`src/design/rmgc_pkg.sv`:
```
package rmgc_pkg;

	// ==========================================================
	// Serial frame and register map
	localparam int FRAME_W = 18;
	localparam int DATA_W = 14;
	localparam int ADDR_W = 4;
	localparam logic [3:0] ADDR_FILTER_CFG = 4'h8;
	localparam logic [3:0] ADDR_RX_GAIN = 4'hB;
	localparam logic [13:0] FILTER_CFG_RST = 14'h0000;
	localparam logic [13:0] RX_GAIN_RST = 14'h0000;

	// ==========================================================
	// Field positions
	localparam int GAIN_SRC_BIT = 12;
	localparam int LPF_LSB = 0;
	localparam int LNA_LSB = 5;
	localparam int VGA_LSB = 0;
	localparam int VGA_W = 5;
	localparam int GAIN_PIN_W = 7;

	// ==========================================================
	// Gain figures in dB
	localparam logic [5:0] LNA_ATT_HIGH_DB = 6'h00;
	localparam logic [5:0] LNA_ATT_MED_DB = 6'h10;
	localparam logic [5:0] LNA_ATT_LOW_DB = 6'h21;
	localparam int VGA_STEP_DB = 2;

	// ==========================================================
	// Lowpass coarse corner, units of 100 kHz
	localparam logic [7:0] LPF_11B = 8'h4B;
	localparam logic [7:0] LPF_11G = 8'h55;
	localparam logic [7:0] LPF_TURBO1 = 8'h96;
	localparam logic [7:0] LPF_TURBO2 = 8'hB4;

	// ==========================================================
	// Pin synchroniser lanes
	localparam int PIN_W = 13;
	localparam int P_TXSEL = 0;
	localparam int P_ANTENNA_CHOICE = 1;
	localparam int P_PDN = 2;
	localparam int P_CSN = 3;
	localparam int P_SCLK = 4;
	localparam int P_DIN = 5;
	localparam int P_GAIN = 6;

	typedef enum logic [1:0] {
		RMGC_LNA_LOW = 2'b00,
		RMGC_LNA_MED = 2'b01,
		RMGC_LNA_HIGH = 2'b10
	} rmgc_lna_t;

	typedef struct packed {
		logic primary_antenna_port_rx;
		logic secondary_antenna_port_rx;
		logic secondary_antenna_port_tx;
		logic rx_en;
		logic tx_en;
	} rmgc_route_t;

	typedef struct packed {
		rmgc_lna_t lna_mode;
		logic [5:0] lna_atten_db;
		logic [4:0] vga_code;
		logic [5:0] vga_gain_db;
		logic serial_src;
	} rmgc_gain_t;

endpackage

```
`src/design/rmgc_ctrl.sv`:
```
`timescale 1ns/10ps

module rmgc_ctrl (
	input wire logic mclk_i,
	input wire logic rstn_i,
	input wire logic ce_i,
	input wire logic transmit_select_i,
	input wire logic antenna_choice_i,
	input wire logic power_down_n_i,
	input wire logic [6:0] gain_pins_i,
	input wire logic ser_cs_n_i,
	input wire logic ser_sclk_i,
	input wire logic ser_din_i,
	output rmgc_pkg::rmgc_route_t route_o,
	output rmgc_pkg::rmgc_gain_t gain_o,
	output logic [7:0] lpf_corner_o
);

	// ==========================================================
	// Pin synchronisers
	logic [12:0] pin_raw;
	logic [12:0] sync1_r;
	logic [12:0] sync2_r;

	assign pin_raw = {gain_pins_i, ser_din_i, ser_sclk_i, ser_cs_n_i,
		power_down_n_i, antenna_choice_i, transmit_select_i};

	genvar gi;
	generate
		for (gi = 0; gi < rmgc_pkg::PIN_W; gi++)
		begin : g_sync
			always_ff @(posedge mclk_i)
			begin
				if (!rstn_i)
				begin
					// Chip select lane resets high, its idle level, so no false frame end
					sync1_r[gi] <= 1'(gi == rmgc_pkg::P_CSN);
					sync2_r[gi] <= 1'(gi == rmgc_pkg::P_CSN);
				end
				else if (ce_i)
				begin
					sync1_r[gi] <= pin_raw[gi];
					sync2_r[gi] <= sync1_r[gi];
				end
			end
		end
	endgenerate

	wire tx_s = sync2_r[rmgc_pkg::P_TXSEL];
	wire ant_s = sync2_r[rmgc_pkg::P_ANTENNA_CHOICE];
	wire pdn_s = sync2_r[rmgc_pkg::P_PDN];
	wire csn_s = sync2_r[rmgc_pkg::P_CSN];
	wire sclk_s = sync2_r[rmgc_pkg::P_SCLK];
	wire din_s = sync2_r[rmgc_pkg::P_DIN];
	wire [6:0] pins_s = sync2_r[rmgc_pkg::P_GAIN +: rmgc_pkg::GAIN_PIN_W];

	// ==========================================================
	// Three-wire serial write port
	// Serial clock is oversampled; it must stay well below mclk/4.
	logic sclk_d_r;
	logic csn_d_r;
	logic [17:0] shift_r;
	logic [17:0] shift_nxt;
	logic [13:0] filter_cfg_r;
	logic [13:0] filter_cfg_nxt;
	logic [13:0] rx_gain_r;
	logic [13:0] rx_gain_nxt;

	wire sclk_rise = sclk_s & ~sclk_d_r & ~csn_s;
	wire frame_end = csn_s & ~csn_d_r;
	wire [3:0] frame_addr = shift_r[rmgc_pkg::ADDR_W-1:0];
	wire [13:0] frame_data = shift_r[rmgc_pkg::FRAME_W-1:rmgc_pkg::ADDR_W];
	wire wr_cfg = frame_end && (frame_addr == rmgc_pkg::ADDR_FILTER_CFG);
	wire wr_gain = frame_end && (frame_addr == rmgc_pkg::ADDR_RX_GAIN);

	assign shift_nxt = sclk_rise ? {shift_r[16:0], din_s} : shift_r;
	// Other addresses belong to other blocks and are dropped here
	assign filter_cfg_nxt = wr_cfg ? frame_data : filter_cfg_r;
	// Fields hold until a frame to their own address lands, whatever the source
	assign rx_gain_nxt = wr_gain ? frame_data : rx_gain_r;

	always_ff @(posedge mclk_i)
	begin
		if (!rstn_i)
		begin
			sclk_d_r <= 1'b0;
			csn_d_r <= 1'b1;
			shift_r <= 18'h00000;
			filter_cfg_r <= rmgc_pkg::FILTER_CFG_RST;
			rx_gain_r <= rmgc_pkg::RX_GAIN_RST;
		end
		else if (ce_i)
		begin
			sclk_d_r <= sclk_s;
			csn_d_r <= csn_s;
			shift_r <= shift_nxt;
			filter_cfg_r <= filter_cfg_nxt;
			rx_gain_r <= rx_gain_nxt;
		end
	end
	// No output carries register contents back

	// ==========================================================
	// Gain source and decode
	function automatic rmgc_pkg::rmgc_lna_t lna_decode(input logic [1:0] code);
		if (!code[1])
			lna_decode = rmgc_pkg::RMGC_LNA_LOW;
		else if (code[0])
			lna_decode = rmgc_pkg::RMGC_LNA_HIGH;
		else
			lna_decode = rmgc_pkg::RMGC_LNA_MED;
	endfunction

	wire serial_src = filter_cfg_r[rmgc_pkg::GAIN_SRC_BIT];
	wire [1:0] lna_ser = rx_gain_r[rmgc_pkg::LNA_LSB +: 2];
	wire [4:0] vga_ser = rx_gain_r[rmgc_pkg::VGA_LSB +: rmgc_pkg::VGA_W];
	wire [1:0] lna_code = serial_src ? lna_ser : pins_s[6:5];
	wire [4:0] vga_code = serial_src ? vga_ser : pins_s[4:0];
	wire rmgc_pkg::rmgc_lna_t lna_mode = lna_decode(lna_code);
	wire [5:0] lna_att = (lna_mode == rmgc_pkg::RMGC_LNA_HIGH) ? rmgc_pkg::LNA_ATT_HIGH_DB :
		(lna_mode == rmgc_pkg::RMGC_LNA_MED) ? rmgc_pkg::LNA_ATT_MED_DB :
		rmgc_pkg::LNA_ATT_LOW_DB;
	// Binary weights: code times step gives 0..62 dB above minimum
	wire [5:0] vga_db = 6'(vga_code * rmgc_pkg::VGA_STEP_DB);
	wire [1:0] lpf_sel = filter_cfg_r[rmgc_pkg::LPF_LSB +: 2];
	wire [7:0] lpf_dec = (lpf_sel == 2'b00) ? rmgc_pkg::LPF_11B :
		(lpf_sel == 2'b01) ? rmgc_pkg::LPF_11G :
		(lpf_sel == 2'b10) ? rmgc_pkg::LPF_TURBO1 : rmgc_pkg::LPF_TURBO2;

	// ==========================================================
	// Switch routing and enables
	rmgc_pkg::rmgc_route_t route_nxt;
	rmgc_pkg::rmgc_gain_t gain_nxt;
	// Break-before-make is left to the analog switch drivers
	assign route_nxt.primary_antenna_port_rx = ~tx_s & ~ant_s;
	assign route_nxt.secondary_antenna_port_rx = ~tx_s & ant_s;
	assign route_nxt.secondary_antenna_port_tx = tx_s;
	assign route_nxt.rx_en = ~tx_s & pdn_s;
	assign route_nxt.tx_en = tx_s & pdn_s;
	assign gain_nxt.lna_mode = lna_mode;
	assign gain_nxt.lna_atten_db = lna_att;
	assign gain_nxt.vga_code = vga_code;
	assign gain_nxt.vga_gain_db = vga_db;
	assign gain_nxt.serial_src = serial_src;

	always_ff @(posedge mclk_i)
	begin
		if (!rstn_i)
		begin
			route_o <= '0;
			gain_o <= '0;
			lpf_corner_o <= rmgc_pkg::LPF_11B;
		end
		else if (ce_i)
		begin
			route_o <= route_nxt;
			gain_o <= gain_nxt;
			lpf_corner_o <= lpf_dec;
		end
	end
endmodule // rmgc_ctrl

```
`config.mk`:
```
export PLATFORM = sky130hd
export DESIGN_NAME = rmgc_ctrl
export DESIGN_NICKNAME = d
export VERILOG_FILES = /design/src/design/rmgc_pkg.sv /design/src/design/rmgc_ctrl.sv
export SDC_FILE = /design/constraint.sdc
export NUM_CORES = 1
export LEC_CHECK = 0
export BUFFER_PORTS_ARGS = -buffer_cell sky130_fd_sc_hd__buf_2
export CAP_MARGIN = 10
export CORE_MARGIN = 2
export CORE_UTILIZATION = 55
export CTS_BUF_LIST = sky130_fd_sc_hd__clkbuf_8
export CTS_CLUSTER_DIAMETER = 150
export DETAILED_ROUTE_END_ITERATION = 6
export PLACE_DENSITY = 0.78
export SYNTH_ARGS = -nofsm -noshare
export SYNTH_HDL_FRONTEND = slang
export SYNTH_SLANG_ARGS = --single-unit
export TNS_END_PERCENT = 1
```
`constraint.sdc`:
```
create_clock -name mclk_i -period 1.7 [get_ports mclk_i]
set_input_delay 0.255 -clock mclk_i [delete_from_list [all_inputs] [get_ports mclk_i]]
set_output_delay 0.255 -clock mclk_i [all_outputs]
set_load 0.1 [all_outputs]
```
==> results.md <==
- Status: completed
- Asr flop ratio synth: 0
- Area grow syn2layout: 12.8%
- Largest fanout on the critical path: 4
- Fin crit share: 0.885
- Synthesized area: 2910 um2
- First DRT Iteration DRCs: 66
- Overall fraction of global-route tracks in use: 0.191
- Max VDD drop: 0.679 mV
- Synth top area cells: dfxtp_1, mux2i_1, nand2_1
- Post-DP HPWL: 3450 um
- Crit path cell chain: or4b_1 > or3_1 > mux2i_1
- Vias in the first global route: 1952
- Worst Setup Path Type: flop to flop
- Hold/Removal Path Class: primary input to flop
- Die height: ~77 um
- Worst path max stage delay: 500 ps
- LEAKAGE: 1.37 nW
- Worst Skew: 10.1 ps
- Slowest CP cell: or4b_1
- First-pass DRT Iterations: 4
- Ys flop type: dfxtp_1
- Antenna violations before repair: 0
- Setup TNS: 0 ps
- Routed wire length: 5150 um
- Full die area: between 5000 and 6000 um2
- Port Buffer Count: 44
- Ys Warns: 0
- Crit. End Element: flop
- Die Wd: 76.7 um
- PostCTS Resize Cnt: 0
- Initial core utilization: 0.569
- Core area: 5110 um2
- Antenna cells: 0
- Worst-skew pair later-pin latency: ~350 ps
- Netlist cell types: 29
- Longest Clk Path Bufs: 2
- Final #Nets: 356
- Worst Path Required: 1930 ps
- Reg2Reg Depth: 3
- Minimum clock period: 1500 ps
- Arrival time at the worst endpoint: 1740 ps
- Routed len/inst: 12.4 um
- MaxCap Viol Count: 0
- CTS H-Tree Depth: 3
- Post-synthesis sequential area ratio: 0.517
- GPL Wtd Cong: 0.721
- Top achievable clock speed: around 660 MHz
- Top post-synthesis cells by count: dfxtp_1, nand2_1, mux2i_1, nor2_1, a21oi_1
- Setup Buffers After CTS: 0
- Synth Instances: 310
- Synth top area share: 0.517
- Via count: 2076
- Clk sinks: 75
- Grt ovf: 0
- Top Ports: 49
- Flops & latches, synth: 75
- Count leader, synth: dfxtp_1
- Worst hold path cell count: 3
- Critical Path Source Type: flop
- Pwr Total: 0.00356 W
- Antenna Nets Post-Route: 0
- Vias/cell: 5.00
- TritonCTS Buffers: 9
- Unrepaired setup endpoints after global routing: no
- Pin count of the biggest net entering global routing: 58
- Standard-cell rows: 26
- CTS root buf: clkbuf_8
- Cts hold-fix bufs: 0
- TritonCTS clock tree: done
- Share of cells above drive strength 1: 0.206
- Avg Inst Size Synth: roughly 9.4 um2
- First-pass GRT wire length: 8950 um
- Post-synth top area cell: dfxtp_1
- Clk slew on worst S/H paths: approximately 80 ps
- Final setup vio count: 0
- Post-synth EDFFs: 0
- Pwr Density: around 1100 nW/um2
- DRC: 0
- Final Hold Fails: 0
- Max Slew Vio Count: 0
layout make-up:
cell class / count / area (um2)
sequential: 75 / 1500
fill: 442 / 1830
tap: 70 / 87.6
inverter: 2 / 7.51
timing repair buffer: 51 / 298
clock buffer: 9 / 124
multi-input combinational: 201 / 1190
clock inverter: 7 / 68.8
worst max-delay path: cells and delay by family (launching register included):
family	cells	cell delay (ps)
muxes	1	150
DFF	1	340
and+or+nand+nor	2	900
path summary, 6_finish.rpt:
kind,from,end,slack [ps]
setup reg to reg,shift_r[0],filter_cfg_r[0],200
hold reg to reg,din_s,shift_r[0],450
setup / recovery,shift_r[0],filter_cfg_r[0],200
hold / removal,gain_pins_i[4],sync1_r[10],140
flip-flops by register name (all words and copies together), names as in the netlist, 3 cells and up:
name	cells
gain_o	9
lpf_corner_o	6
pins_s	7
sync1_r	13
filter_cfg_r	3
shift_r	17
route_o	5
rx_gain_r	7
layout by cell type (no fill, tap or decap), types with 2 or more instances in the layout:
cell and count:
inv_1 2, buf_12 2, mux2i_1 47, clkinvlp_4 2
dfxtp_1 75, nand3_1 4, nor2b_1 3, nand2_1 59
clkbuf_8 9, a211oi_1 5, clkinv_2 3, conb_1 4
nand2b_1 6, nor2_1 36, buf_4 5, buf_2 44
o21ai_0 2, a21oi_1 24
cells by family (layout without fill, tap and decap cells):
group | after synthesis | count (layout) | share of synthesized area
mux | 48 | 48 | 0.166
flops | 75 | 75 | 0.517
simple gates | 115 | 115 | 0.172
buf+inv | 37 | 69 | 0.0771
other cells | 1 | 4 | 0.00129
compound gates | 34 | 34 | 0.0672
metrics by stage:
stage          cells  cell area [um2]   util  hold WS [ps]  worst slack (ps)
2_1_floorplan    313             2920      -           383              70.6
3_3_place_gp     399             3090  0.604           438               245
3_5_place_dp     399             3090  0.604           444               209
4_1_cts          415             3280  0.642           127               189
5_1_grt          415             3280  0.642           140               150
6_report         415             3280  0.642           138               196
power by group:
part           switching [W]  total (W)  leakage, nW  internal [W]
logic               0.000320   0.000412        0.667     0.0000923
clock network       0.000651    0.00132       0.0950      0.000671
registers          0.0000267    0.00183        0.610       0.00180
total               0.000997    0.00356         1.37       0.00256
routing by layer:
metal	vias up	global-route usage	share of wire
met1	961	0.230	0.45
li1	1066	-	-
met3	8	0.0647	0.042
met4	0	0.0764	0.017
met5	-	0	0
met2	41	0.315	0.49
No activity file was read; power rests on OpenSTA's default activity.
